**src/lsru_map.svh**
```systemverilog
// register offsets, field positions and constant masks of the shift unit
`ifndef LSRU_MAP_SVH
`define LSRU_MAP_SVH

`define LSRU_ADR_OPA     8'h00
`define LSRU_ADR_OPB     8'h04
`define LSRU_ADR_COUNT   8'h08
`define LSRU_ADR_FLAGS   8'h0c
`define LSRU_ADR_CTRL    8'h10
`define LSRU_ADR_RESULT  8'h14

`define LSRU_FLG_CARRY   0
`define LSRU_FLG_PARITY  1
`define LSRU_FLG_AUX     2
`define LSRU_FLG_ZERO    3
`define LSRU_FLG_SIGN    4
`define LSRU_FLG_OVF     5

`define LSRU_CTL_WORD    4
`define LSRU_CTL_USECNT  5
`define LSRU_CTL_BUSY    8

`define LSRU_MASK_BYTE   16'h00ff
`define LSRU_MASK_WORD   16'hffff
`define LSRU_MSB_BYTE    16'h0080
`define LSRU_MSB_WORD    16'h8000
`define LSRU_COUNT_ONE   8'h01
`define LSRU_RESULT_RST  16'h0000

`endif

```
**src/lsru_pkg.sv**
```systemverilog
// types of the logic, shift and rotate unit
`default_nettype none
package lsru_pkg;
   typedef enum logic [3:0] {
      lsru_op_not  = 4'h0,
      lsru_op_and  = 4'h1,
      lsru_op_or   = 4'h2,
      lsru_op_xor  = 4'h3,
      lsru_op_test = 4'h4,
      lsru_op_shift_l  = 4'h5,
      lsru_op_shift_la = 4'h6,
      lsru_op_shift_r  = 4'h7,
      lsru_op_shift_ra = 4'h8,
      lsru_op_rot_l    = 4'h9,
      lsru_op_rot_r    = 4'ha,
      lsru_op_rotc_l   = 4'hb,
      lsru_op_rotc_r   = 4'hc
   } lsru_op_t;

   typedef enum logic [1:0] {
      lsru_idle = 2'b01,
      lsru_run  = 2'b10
   } lsru_state_t;
endpackage
`default_nettype wire

```
**src/lsru_top.sv**
```systemverilog
// logic, shift and rotate unit with a wishbone register port
`include "lsru_map.svh"
`default_nettype none
// Behaviour
// - logicals with flags clear overflow and carry
// - aux carry undefined after logicals
// - sign follows result top bit
// - zero set when result all zero
// - parity set on even one count
// - invert complements operand, flags untouched
// - and keeps ones common to both
// - or keeps ones of either
// - xor keeps differing bits
// - test posts and flags, no writeback
// - count is one or count register
// - shift carry is last bit out
// - single shift overflow is msb change
// - both left shifts identical, zero fill
// - logical right shift fills zeros
// - arithmetic right shift copies sign bit
// - arithmetic right rounds toward minus infinity
// - rotates change only carry and overflow
// - rotate carry is last bit out
// - single rotate overflow is msb change
// - plain rotates circulate bits without loss
// - carry rotates include carry as extra bit
module lsru_top (
   input  wire logic        mclk,           // 20 MHz clock
   input  wire logic        rst,            // asynchronous reset, active high
   input  wire logic        wb_cyc_i,       // wishbone cycle
   input  wire logic        wb_stb_i,       // wishbone strobe
   input  wire logic        wb_we_i,        // wishbone write enable
   input  wire logic [7:0]  wb_adr_i,       // wishbone byte address
   input  wire logic [3:0]  wb_sel_i,       // wishbone byte lanes
   input  wire logic [31:0] wb_dat_i,       // wishbone write data
   output logic      [31:0] wb_dat_o,       // wishbone read data
   output logic             wb_ack_o,       // wishbone acknowledge
   output logic      [15:0] result,         // last written-back result
   output logic             carry_flag,     // carry flag
   output logic             overflow_flag,  // overflow flag
   output logic             aux_carry_flag, // auxiliary carry flag
   output logic             sign_flag,      // sign flag
   output logic             zero_flag,      // zero flag
   output logic             parity_flag,    // parity flag
   output logic             busy            // multi-cycle shift in progress
);
   logic [15:0]           opa;
   logic [15:0]           opb;
   logic [7:0]            shift_count_register;
   lsru_pkg::lsru_op_t    op;
   logic                  word;
   logic                  use_cnt;
   lsru_pkg::lsru_state_t state;
   logic [7:0]            remaining;
   logic [15:0]           work;
   logic                  work_c;
   logic                  orig_msb;
   logic [15:0]           next_work;
   logic                  next_c;

   logic                  bus_req;
   logic                  bus_wr;
   logic                  idle;
   logic                  wr_ctrl;
   lsru_pkg::lsru_op_t    new_op;
   logic                  new_word;
   logic [7:0]            new_cnt;
   logic [15:0]           new_mask;
   logic [15:0]           lg_val;
   logic                  new_logic;
   logic                  new_shift;
   logic                  run_rot;
   logic                  last_step;
   logic [5:0]            flags_word;

   function automatic logic top_bit(input logic [15:0] v, input logic w);
      return w ? v[15] : v[7];
   endfunction

   assign bus_req   = wb_cyc_i & wb_stb_i & ~wb_ack_o;
   assign bus_wr    = wb_cyc_i & wb_stb_i & wb_we_i & wb_ack_o; // lands at the acked edge
   assign idle      = (state == lsru_pkg::lsru_idle);
   assign wr_ctrl   = bus_wr & wb_sel_i[0] & idle & (wb_adr_i == `LSRU_ADR_CTRL);
   assign new_op    = lsru_pkg::lsru_op_t'(wb_dat_i[3:0]);
   assign new_word  = wb_dat_i[`LSRU_CTL_WORD];
   assign new_cnt   = wb_dat_i[`LSRU_CTL_USECNT] ? shift_count_register
                                                 : `LSRU_COUNT_ONE;
   assign new_mask  = new_word ? `LSRU_MASK_WORD : `LSRU_MASK_BYTE;
   assign last_step = (state == lsru_pkg::lsru_run) && (remaining == `LSRU_COUNT_ONE);
   assign run_rot   = (op == lsru_pkg::lsru_op_rot_l) || (op == lsru_pkg::lsru_op_rot_r) ||
                      (op == lsru_pkg::lsru_op_rotc_l) || (op == lsru_pkg::lsru_op_rotc_r);

   always_comb begin
      new_logic = 1'b0;
      new_shift = 1'b0;
      case (new_op)
         lsru_pkg::lsru_op_and, lsru_pkg::lsru_op_test: begin
            lg_val    = opa & opb & new_mask;
            new_logic = 1'b1;
         end
         lsru_pkg::lsru_op_or: begin
            lg_val    = (opa | opb) & new_mask;
            new_logic = 1'b1;
         end
         lsru_pkg::lsru_op_xor: begin
            lg_val    = (opa ^ opb) & new_mask;
            new_logic = 1'b1;
         end
         lsru_pkg::lsru_op_not: begin
            lg_val = ~opa & new_mask;
         end
         lsru_pkg::lsru_op_shift_l, lsru_pkg::lsru_op_shift_la, lsru_pkg::lsru_op_shift_r,
         lsru_pkg::lsru_op_shift_ra, lsru_pkg::lsru_op_rot_l, lsru_pkg::lsru_op_rot_r,
         lsru_pkg::lsru_op_rotc_l, lsru_pkg::lsru_op_rotc_r: begin
            lg_val    = opa & new_mask;
            new_shift = 1'b1;
         end
         default: begin
            lg_val = opa & new_mask;
         end
      endcase
   end

   lsru_step u_step (
      .value      (work),
      .carry_in   (work_c),
      .op         (op),
      .word       (word),
      .next_value (next_work),
      .carry_out  (next_c)
   );

   // wishbone answer one cycle after the request, unmapped reads give zero
   always_ff @(posedge mclk or posedge rst) begin
      if (rst) begin
         wb_ack_o <= 1'b0;
      end else begin
         wb_ack_o <= bus_req;
      end
   end

   always_comb begin
      flags_word                   = 6'h00;
      flags_word[`LSRU_FLG_CARRY]  = carry_flag;
      flags_word[`LSRU_FLG_PARITY] = parity_flag;
      flags_word[`LSRU_FLG_AUX]    = aux_carry_flag;
      flags_word[`LSRU_FLG_ZERO]   = zero_flag;
      flags_word[`LSRU_FLG_SIGN]   = sign_flag;
      flags_word[`LSRU_FLG_OVF]    = overflow_flag;
   end

   always_ff @(posedge mclk or posedge rst) begin
      if (rst) begin
         wb_dat_o <= 32'h0000_0000;
      end else if (bus_req & ~wb_we_i) begin
         case (wb_adr_i)
            `LSRU_ADR_OPA:    wb_dat_o <= {16'h0000, opa};
            `LSRU_ADR_OPB:    wb_dat_o <= {16'h0000, opb};
            `LSRU_ADR_COUNT:  wb_dat_o <= {24'h00_0000, shift_count_register};
            `LSRU_ADR_FLAGS:  wb_dat_o <= {26'h000_0000, flags_word};
            `LSRU_ADR_CTRL:   wb_dat_o <= {23'h00_0000, busy, 2'h0, use_cnt, word, op};
            `LSRU_ADR_RESULT: wb_dat_o <= {16'h0000, result};
            default:          wb_dat_o <= 32'h0000_0000;
         endcase
      end
   end

   // operands and count are frozen while a shift runs
   always_ff @(posedge mclk or posedge rst) begin
      if (rst) begin
         opa                  <= 16'h0000;
         opb                  <= 16'h0000;
         shift_count_register <= 8'h00;
      end else if (bus_wr & idle) begin
         if (wb_adr_i == `LSRU_ADR_OPA && wb_sel_i[0]) opa[7:0] <= wb_dat_i[7:0];
         if (wb_adr_i == `LSRU_ADR_OPA && wb_sel_i[1]) opa[15:8] <= wb_dat_i[15:8];
         if (wb_adr_i == `LSRU_ADR_OPB && wb_sel_i[0]) opb[7:0] <= wb_dat_i[7:0];
         if (wb_adr_i == `LSRU_ADR_OPB && wb_sel_i[1]) opb[15:8] <= wb_dat_i[15:8];
         if (wb_adr_i == `LSRU_ADR_COUNT && wb_sel_i[0]) begin
            shift_count_register <= wb_dat_i[7:0];
         end
      end
   end

   always_ff @(posedge mclk or posedge rst) begin
      if (rst) begin
         op      <= lsru_pkg::lsru_op_not;
         word    <= 1'b0;
         use_cnt <= 1'b0;
      end else if (wr_ctrl) begin
         op      <= new_op;
         word    <= new_word;
         use_cnt <= wb_dat_i[`LSRU_CTL_USECNT];
      end
   end

   // shift engine: one position per cycle, so the carry is the last bit out
   always_ff @(posedge mclk or posedge rst) begin
      if (rst) begin
         state     <= lsru_pkg::lsru_idle;
         busy      <= 1'b0;
         remaining <= 8'h00;
         work      <= 16'h0000;
         work_c    <= 1'b0;
         orig_msb  <= 1'b0;
      end else begin
         case (state)
            lsru_pkg::lsru_idle: begin
               if (wr_ctrl && new_shift && new_cnt != 8'h00) begin
                  state     <= lsru_pkg::lsru_run;
                  busy      <= 1'b1;
                  remaining <= new_cnt;
                  work      <= lg_val;
                  work_c    <= carry_flag;
                  orig_msb  <= top_bit(lg_val, new_word);
               end
            end
            lsru_pkg::lsru_run: begin
               work      <= next_work;
               work_c    <= next_c;
               remaining <= remaining - 8'h01;
               if (last_step) begin
                  state <= lsru_pkg::lsru_idle;
                  busy  <= 1'b0;
               end
            end
            default: begin
               state <= lsru_pkg::lsru_idle;
               busy  <= 1'b0;
            end
         endcase
      end
   end

   always_ff @(posedge mclk or posedge rst) begin
      if (rst) begin
         result <= `LSRU_RESULT_RST;
      end else if (wr_ctrl) begin
         if (new_op != lsru_pkg::lsru_op_test && (new_logic || new_shift ||
             new_op == lsru_pkg::lsru_op_not)) begin
            result <= lg_val;
         end
      end else if (last_step) begin
         result <= next_work;
      end
   end

   // flags: software may preload them when idle; aux is cleared by logicals
   always_ff @(posedge mclk or posedge rst) begin
      if (rst) begin
         carry_flag     <= 1'b0;
         overflow_flag  <= 1'b0;
         aux_carry_flag <= 1'b0;
         sign_flag      <= 1'b0;
         zero_flag      <= 1'b0;
         parity_flag    <= 1'b0;
      end else if (wr_ctrl) begin
         if (new_logic) begin
            carry_flag     <= 1'b0;
            overflow_flag  <= 1'b0;
            aux_carry_flag <= 1'b0;
            sign_flag      <= top_bit(lg_val, new_word);
            zero_flag      <= (lg_val == 16'h0000);
            parity_flag    <= ~^lg_val;
         end
      end else if (last_step) begin
         carry_flag    <= next_c;
         overflow_flag <= orig_msb ^ top_bit(next_work, word);
         if (!run_rot) begin
            sign_flag   <= top_bit(next_work, word);
            zero_flag   <= (next_work == 16'h0000);
            parity_flag <= ~^next_work;
         end
      end else if (bus_wr && idle && wb_sel_i[0] && wb_adr_i == `LSRU_ADR_FLAGS) begin
         carry_flag     <= wb_dat_i[`LSRU_FLG_CARRY];
         overflow_flag  <= wb_dat_i[`LSRU_FLG_OVF];
         aux_carry_flag <= wb_dat_i[`LSRU_FLG_AUX];
         sign_flag      <= wb_dat_i[`LSRU_FLG_SIGN];
         zero_flag      <= wb_dat_i[`LSRU_FLG_ZERO];
         parity_flag    <= wb_dat_i[`LSRU_FLG_PARITY];
      end
   end

   a_logic_clears: assert property (
      @(posedge mclk) disable iff (rst)
      wr_ctrl && new_logic |=> !carry_flag && !overflow_flag)
      else $error("logical op left carry or overflow set");

   a_sign_follows: assert property (
      @(posedge mclk) disable iff (rst)
      wr_ctrl && new_logic |=> sign_flag == top_bit($past(lg_val), $past(new_word)))
      else $error("sign flag does not match result top bit");

   a_zero_follows: assert property (
      @(posedge mclk) disable iff (rst)
      wr_ctrl && new_logic |=> zero_flag == ($past(lg_val) == 16'h0000))
      else $error("zero flag wrong after logical op");

   a_parity_even: assert property (
      @(posedge mclk) disable iff (rst)
      wr_ctrl && new_logic |=> parity_flag == ~^$past(lg_val))
      else $error("parity flag wrong after logical op");

   a_not_keeps: assert property (
      @(posedge mclk) disable iff (rst)
      wr_ctrl && new_op == lsru_pkg::lsru_op_not
      |=> $stable(carry_flag) && $stable(zero_flag) && $stable(sign_flag) &&
          result == (~$past(opa) & $past(new_mask)))
      else $error("invert changed flags or gave wrong value");

   a_and_value: assert property (
      @(posedge mclk) disable iff (rst)
      wr_ctrl && new_op == lsru_pkg::lsru_op_and
      |=> result == ($past(opa) & $past(opb) & $past(new_mask)))
      else $error("and result wrong");

   a_or_value: assert property (
      @(posedge mclk) disable iff (rst)
      wr_ctrl && new_op == lsru_pkg::lsru_op_or
      |=> result == (($past(opa) | $past(opb)) & $past(new_mask)))
      else $error("or result wrong");

   a_xor_value: assert property (
      @(posedge mclk) disable iff (rst)
      wr_ctrl && new_op == lsru_pkg::lsru_op_xor
      |=> result == (($past(opa) ^ $past(opb)) & $past(new_mask)))
      else $error("xor result wrong");

   a_test_nowrite: assert property (
      @(posedge mclk) disable iff (rst)
      wr_ctrl && new_op == lsru_pkg::lsru_op_test |=> $stable(result))
      else $error("test wrote a result");

   a_rotate_keeps: assert property (
      @(posedge mclk) disable iff (rst)
      state == lsru_pkg::lsru_run && run_rot
      |=> $stable(sign_flag) && $stable(zero_flag) && $stable(parity_flag))
      else $error("rotate changed sign, zero or parity");

   a_zero_count: assert property (
      @(posedge mclk) disable iff (rst)
      wr_ctrl && new_shift && new_cnt == 8'h00
      |=> !busy && $stable(carry_flag) && $stable(overflow_flag) && $stable(zero_flag))
      else $error("zero count changed state");

   a_single_done: assert property (
      @(posedge mclk) disable iff (rst)
      wr_ctrl && new_shift && new_cnt == 8'h01 |=> busy ##1 !busy)
      else $error("count of one did not take one step");
endmodule // lsru_top
`default_nettype wire

```
**src/lsru_step.sv**
```systemverilog
// one-position shift or rotate step at byte or word width
`include "lsru_map.svh"
`default_nettype none
module lsru_step (
   input  wire logic             [15:0] value,      // masked operand
   input  wire logic                    carry_in,   // current carry
   input  wire lsru_pkg::lsru_op_t      op,         // operation
   input  wire logic                    word,       // 1 = 16-bit width
   output logic                  [15:0] next_value, // operand after one step
   output logic                         carry_out   // bit moved out
);
   logic [15:0] msk;
   logic [15:0] top;
   logic [15:0] nv;
   logic        msb;
   logic        lsb;
   logic        co;

   always_comb begin
      msk = word ? `LSRU_MASK_WORD : `LSRU_MASK_BYTE;
      top = word ? `LSRU_MSB_WORD : `LSRU_MSB_BYTE;
      msb = |(value & top);
      lsb = value[0];
      nv  = value;
      co  = carry_in;
      case (op)
         lsru_pkg::lsru_op_shift_l, lsru_pkg::lsru_op_shift_la: begin
            nv = value << 1;
            co = msb;
         end
         lsru_pkg::lsru_op_shift_r: begin
            nv = value >> 1;
            co = lsb;
         end
         lsru_pkg::lsru_op_shift_ra: begin
            nv = (value >> 1) | (msb ? top : 16'h0000);
            co = lsb;
         end
         lsru_pkg::lsru_op_rot_l: begin
            nv = (value << 1) | {15'h0000, msb};
            co = msb;
         end
         lsru_pkg::lsru_op_rot_r: begin
            nv = (value >> 1) | (lsb ? top : 16'h0000);
            co = lsb;
         end
         lsru_pkg::lsru_op_rotc_l: begin
            nv = (value << 1) | {15'h0000, carry_in};
            co = msb;
         end
         lsru_pkg::lsru_op_rotc_r: begin
            nv = (value >> 1) | (carry_in ? top : 16'h0000);
            co = lsb;
         end
         default: begin
            nv = value;
            co = carry_in;
         end
      endcase
      next_value = nv & msk;
      carry_out  = co;
   end
endmodule // lsru_step
`default_nettype wire

```
**config.mk**
```make
export PLATFORM = sky130hd
export DESIGN_NAME = lsru_top
export DESIGN_NICKNAME = d
export VERILOG_FILES = /design/src/lsru_pkg.sv /design/src/lsru_top.sv /design/src/lsru_step.sv
export VERILOG_INCLUDE_DIRS = /design/src
export SDC_FILE = /design/constraint.sdc
export NUM_CORES = 1
export LEC_CHECK = 0
export BUFFER_PORTS_ARGS = -buffer_cell sky130_fd_sc_hd__buf_2
export CAP_MARGIN = 10
export CORE_ASPECT_RATIO = 1.1
export CORE_MARGIN = 4
export CORE_UTILIZATION = 40
export DETAILED_ROUTE_END_ITERATION = 8
export PLACE_DENSITY = 0.7
export SLEW_MARGIN = 5
export SYNTH_ARGS = -nofsm -noshare
export SYNTH_HDL_FRONTEND = slang
export SYNTH_HIERARCHICAL = 1
export SYNTH_SLANG_ARGS = --single-unit
```
**constraint.sdc**
```tcl
create_clock -name mclk -period 3 [get_ports mclk]
set_clock_uncertainty 0.2 [all_clocks]
set_input_delay 0.15 -clock mclk [delete_from_list [all_inputs] [get_ports mclk]]
set_output_delay 0.15 -clock mclk [all_outputs]
set_load 0.03 [all_outputs]
```
# After elaboration in Yosys (flattened, before gate mapping)

Cells that the tools add are included.

Flip-flop bits (word level): 130
Bits of input ports: 49
Output and inout port bits: 56
Word-level logic and storage cells: 189

$add $sub $neg: 1
Eq/ne operators: 35
Multiplexer cells: 55
Bitwise operators: 28
Reduce and logical (&&, ||, !) cells: 47

Operators with widths:

| kind               | count |
|---|---|
| $mux 16            | 10 |
| $and 16x16->16     | 8 |
| $pmux 16 s7        | 1 |
| $pmux 16 s6        | 1 |
| $pmux 16 s4        | 1 |
| $or 15x16->16      | 3 |
| $eq 4x4->1 const B | 10 |
| $logic_not 16->1   | 2 |
| $mux 1             | 32 |
| $or 16x1->16       | 2 |
| $pmux 16 s2        | 1 |
| $reduce_xnor 16->1 | 2 |
| $eq 4x3->1 const B | 7 |
| $reduce_and 2->1   | 10 |
| $eq 8x4->1 const B | 2 |
| $eq 8x5->1 const B | 2 |
| $mux 8             | 2 |
| $not 16->16        | 1 |
| $or 16x16->16      | 1 |
| $pmux 8 s2         | 1 |
| $reduce_or 16->1   | 1 |
| $xor 16x16->16     | 1 |
| $logic_and 1x1->1  | 12 |
| $reduce_or 4->1    | 3 |
| 26 further kinds   | 50 |

# Logic depth before layout (Yosys ltp)

Depth in word-level cells: 11
Mapped depth: 14
Mapped depth without buffers: 13

# By module

Netlist, hierarchy kept.

By module, submodules not included:

| module    | times used | cells each | area an instance (µm²) | seq. area each (µm²) |
|---|---|---|---|---|
| lsru_top  | 1          | 790        | 7,285.7                | 2,829.0 |
| lsru_step | 1          | 119        | 839.6                  | 0.0 |

# Worst setup path after synthesis

Ideal clock, no wire load.

Path kind: flip-flop to flip-flop
Start point: register op[0]
End point: register parity_flag
Setup time: 0.128 ns
Arrival time: 2.636 ns
Data required time: 2.672 ns
Setup slack: 0.037 ns
Cell stages (with the launch flop): 13
Path buffers: 1
Period minus slack after synthesis: 2.963 ns
Path through: dfrtp_1 -> buf_2 -> o21ai_2 -> xnor2_2 -> o21ai_0 -> a211oi_1 -> inv_1 -> ha_1 -> xor2_1 -> xnor2_1 -> xnor2_1 -> o221ai_1 -> mux2_1

Longest elaborated chain between the ends: 8
Elaborated cells between the ends (all ways): 20
Those cells by class: eq/ne (9); mux (4); bitwise (1); reduce/logical (6)

RTL lines:

| item                   | RTL line        | source |
|---|---|---|
| start, declared        | lsru_top.sv:50  | `lsru_pkg::lsru_op_t op;` |
| start signal, assigned | lsru_top.sv:187 | `op <= lsru_pkg::lsru_op_not;` |
| start signal, assigned | lsru_top.sv:191 | `op <= new_op;` |
| $eq 4x3->1             | lsru_step.sv:26 | `case (op)` |
| $reduce_or 2->1        | lsru_step.sv:26 |  |
| $pmux 16 s7 (*)        | lsru_step.sv:26 |  |
| $and 16x16->16 (*)     | lsru_step.sv:60 | `next_value = nv & msk;` |
| via next_work[12]      | lsru_top.sv:58  | `logic [15:0] next_work;` |
| $reduce_xnor 16->1 (*) | lsru_top.sv:272 | `parity_flag <= ~^next_work;` |
| $mux 1 (*)             | lsru_top.sv:269 | `if (!run_rot) begin` |
| $mux 1 (*)             | lsru_top.sv:266 | `end else if (last_step) begin` |
| $mux 1 (*)             | lsru_top.sv:257 | `end else if (wr_ctrl) begin` |
| end signal, assigned   | lsru_top.sv:264 | `parity_flag <= ~^lg_val;` |
| end signal, assigned   | lsru_top.sv:272 |  |
| end signal, assigned   | lsru_top.sv:280 | `` parity_flag <= wb_dat_i[`LSRU_FLG_PARITY]; `` |
| end, declared          | lsru_top.sv:44  | `output logic parity_flag,` |

Mark *: on every way through the listed nets, which the timed path passes. The rest lies on a longest branch. The select of a mux whose other input is x is not followed.
A chain may end at the register's enable or synchronous reset.

# Final worst setup path

Start point: register op[2]
End point: register parity_flag

The elaborated chain is that of the path after synthesis.

==> run_results.csv <==
group,metric,value,unit
status,outcome,"finished, violations left",
status,violations,"negative setup slack",
timing,tightestPinTransition,851,ps
route,drt-vias-per-instance,5.82,
placement,place_ws,-115,ps
cells_and_area,regArea,2830,um^2
min_path,holdCritPathClass,"input port to flop",
timing,slew_viol_final,0,
die,die_area,22700,um^2
route,antenna_left,0,
route,via_count,7970,
yosys,ys_seq_elements,113,
power_and_ir_drop,p_leak,0.00488,uW
critical_path,r2r-end,"parity_flag",
critical_path,slowest_stage,"dfrtp_2",
critical_path,cpLargestDelayFamily,"buffers and inverters",
yosys,synthDistinctLibCells,79,
timing,fmax,333,MHz
yosys,synthArstFlopShare,100,%
run,maxCapViolations,0,
grt,grt_remaining_overflow,0,
timing,rsz0062_at_grt,"yes",
yosys,yosys.area.top_type,"dfrtp_1",
yosys,netlist.area_leader.share,34.5,%
cells_and_area,drive_gt1_share,32.8,%
die,rows,54,
power_and_ir_drop,powerDensity,396,nW/um^2
clock_network,clk_path_buf_depth,2,
yosys,netlist_area,8130,um^2
yosys,syn_avg_cell_area,8.94,um^2
power_and_ir_drop,finalPower,4270,uW
grt,grt_max_degree,89,
cells_and_area,diodes,0,
timing,timing.final.crit_share,100,%
critical_path,r2r_cells,12,
critical_path,path_class,"flop to flop",
min_path,holdCritStartpoint,"wb_dat_i[0]",
clock_network,clkSlewWorstSetupHoldPaths,60,ps
placement,dp_cells,1286,
die,boundaryPins,105,
grt,grt_pass1_wl,41200,um
min_path,min_path_cells,4,
timing,period_needed,3000,ps
critical_path,crit_fanout,5,
grt,first_global_vias,7562,
die,die_h,157,um
grt,track_usage,23.1,%
critical_path,r2r_slack,-3,ps
clock_network,cts_tree,"yes",
die,die_w,144,um
yosys,synth-seq-area-share,34.8,%
timing,setup_viol,1,
yosys,ys.flop_type,"dfrtp_1",
critical_path,crit_top_cell,"buf_4",
critical_path,cp_cell_sequence,"buf_4 > nand3b_1 > buf_4 > buf_4 > o31ai_2 > inv_1 > ha_4 > xnor2_2 > xnor2_1 > xnor2_1 > o221ai_2 > mux2_4",
yosys,synth_cells,909,
critical_path,timing.rr.start,"op[2]",
grt,antenna_found_initial,0,
cells_and_area,syn2layout_area_growth,32.8,%
timing,hold_viol_final,0,
min_path,min_to,"op[0]",
route,drc,0,
clock_network,cts_sinks,113,
placement,hpwlAfterDp,18400,um
critical_path,slowest_delay,440,ps
placement,gp_congestion,0.903,
cells_and_area,stdcell_count,1369,
die,start_util,40.8,%
yosys,synth_edf_count,0,
route,first_iter_violations,835,
critical_path,start_kind,"flop",
die,core,19900,um^2
power_and_ir_drop,ir_worst_vdd,344,uV
clock_network,insertion_delay,420,ps
clock_network,numCtsBuffers,17,
cells_and_area,multi_input_area,4910,um^2
route,routed_wl,26700,um
clock_network,cts-htree-levels,4,
cells_and_area,nets,1203,
critical_path,arrival,3120,ps
route,wl_per_cell,19.5,um
route,firstDrtPassIters,6,
critical_path,worstPathRequired,3110,ps
timing,slew_headroom,43.3,%
yosys,synth_area_leaders,"dfrtp_1 (34%), ha_1 (7.7%), nand2_1 (4.9%)",
yosys,ys_warn_count,6,
cells_and_area,fill_cells,1708,
critical_path,end_kind,"flop",
clock_network,cts_root_buf,"clkbuf_16",
placement,portBuffers,70,
critical_path,crit_buf_inv,4,
timing,layout_setup_ws,-3.28,ps
-- flip-flops by register name (all words and copies together), names as in the netlist --
signal                count
aux_carry_flag            1
busy                      1
carry_flag                1
op                        4
opa                      16
opb                      16
orig_msb                  1
overflow_flag             1
parity_flag               1
remaining                 8
result                   16
shift_count_register      8
sign_flag                 1
state                     1
use_cnt                   1
wb_ack_o                  1
wb_dat_o                 16
word                      1
work                     16
work_c                    1
zero_flag                 1
-- tightest hold or removal path: stages --
cell and delay [ps]:
buf_2 170, buf_4 200, nand2_1 60, nand2_1 50
-- power breakdown --
group          leakage, uW  switching, uW  internal, uW  total, uW
logic              0.00324            312           224        536
clock network     0.000312            735          1440       2170
registers          0.00133           15.8          1540       1560
-- worst max path at each step --
stage | start | end | slack [ps] | cells after the start
2_1_floorplan | op[0] | parity_flag | 40 | 12
3_3_place_gp | op[1] | parity_flag | -70 | 11
3_5_place_dp | op[1] | parity_flag | -110 | 11
4_1_cts | opa[12] | parity_flag | 0.2 | 13
5_1_grt | op[2] | parity_flag | -120 | 12
6_report | op[2] | parity_flag | -3 | 12
-- synth_stat cells, drive strengths merged, types with 8 or more instances --
cell type	number
ha	50
o22ai	10
a211oi	11
nand2	105
nor3	14
a2bb2oi	14
a22oi	17
o221ai	19
xnor2	15
nor2	41
a222oi	17
a21oi	25
nor3b	13
o21ai	89
clkbuf	15
inv	77
buf	70
nand4	8
o211ai	18
a31oi	10
mux2	29
o21a	26
dfrtp	112
mux2i	15
-- per-stage QoR --
step           hold WS, ps  util, %  setup TNS [ps]  cell area (um^2)
2_1_floorplan         66.8        -               0              8190
3_3_place_gp          85.2     47.0           -68.7              9380
3_5_place_dp          89.5     47.0            -115              9380
4_1_cts               15.5     52.2               0             10400
5_1_grt               92.1     54.1            -122             10800
6_report              46.8     54.1           -3.28             10800
-- cell usage in the layout, fill, tap and decap left out, types with 8 or more instances in the layout --
cell           instances
a21oi_1               24
a222oi_1              17
a22oi_1               14
a2bb2oi_1             14
a31oi_1                9
buf_2                 70
buf_4                150
clkbuf_16             17
conb_1                16
dfrtp_1              108
dlygate4sd3_1         18
ha_1                  42
inv_1                 68
inv_2                  8
mux2_2                18
mux2i_1               15
nand2_1              105
nand4_1                8
nor2_1                38
nor3_1                12
nor3b_1               12
o211ai_1              17
o21a_1                26
o21ai_0               68
o21ai_1               11
o21ai_2                8
o221ai_1              10
o221ai_2               9
xnor2_1                8
-- cell families (layout without fill, tap and decap cells) --
logic type,count (synthesis),after routing,share of synthesized area [%]
DFF,113,113,34.8
other,1,16,0.0462
muxes,44,44,6.01
buffers and inverters,162,355,9.58
and+or+nand+nor,230,230,14.0
adders and majority gates,50,50,7.70
AOI/OAI and AO/OA,291,291,25.7
xor gates and xnor gates,18,18,2.13
-- layout make-up --
type	count	share of cell area [%]
multi-input cells	649	45.5
repair buffers	246	16.7
flip-flops and latches	113	26.3
clock buffers	24	4.74
well taps	252	2.92
clock inverters	8	1.16
inverters	77	2.71
-- repair_timing --
| item | CTS | global route |
|---|---|---|
| endpoints found under the setup margin | 1 | 1 |
| resized for setup | 23 | 42 |
| setup buffers | 11 | 22 |
| hold endpoints to repair | 151 | 0 |
| pin swaps | 17 | 31 |
| hold buffers | 18 | 0 |
-- metal layers --
layer	vias up	share of wire, %	track usage (%)	wire length (um)
met5	-	0	0	0
met4	0	4.0	9.28	1070
met3	68	5.9	4.19	1580
met2	311	50	39.0	13400
met1	3920	40	29.2	10700
li1	3671	-	-	-
No activity file was read; power rests on OpenSTA's default activity.
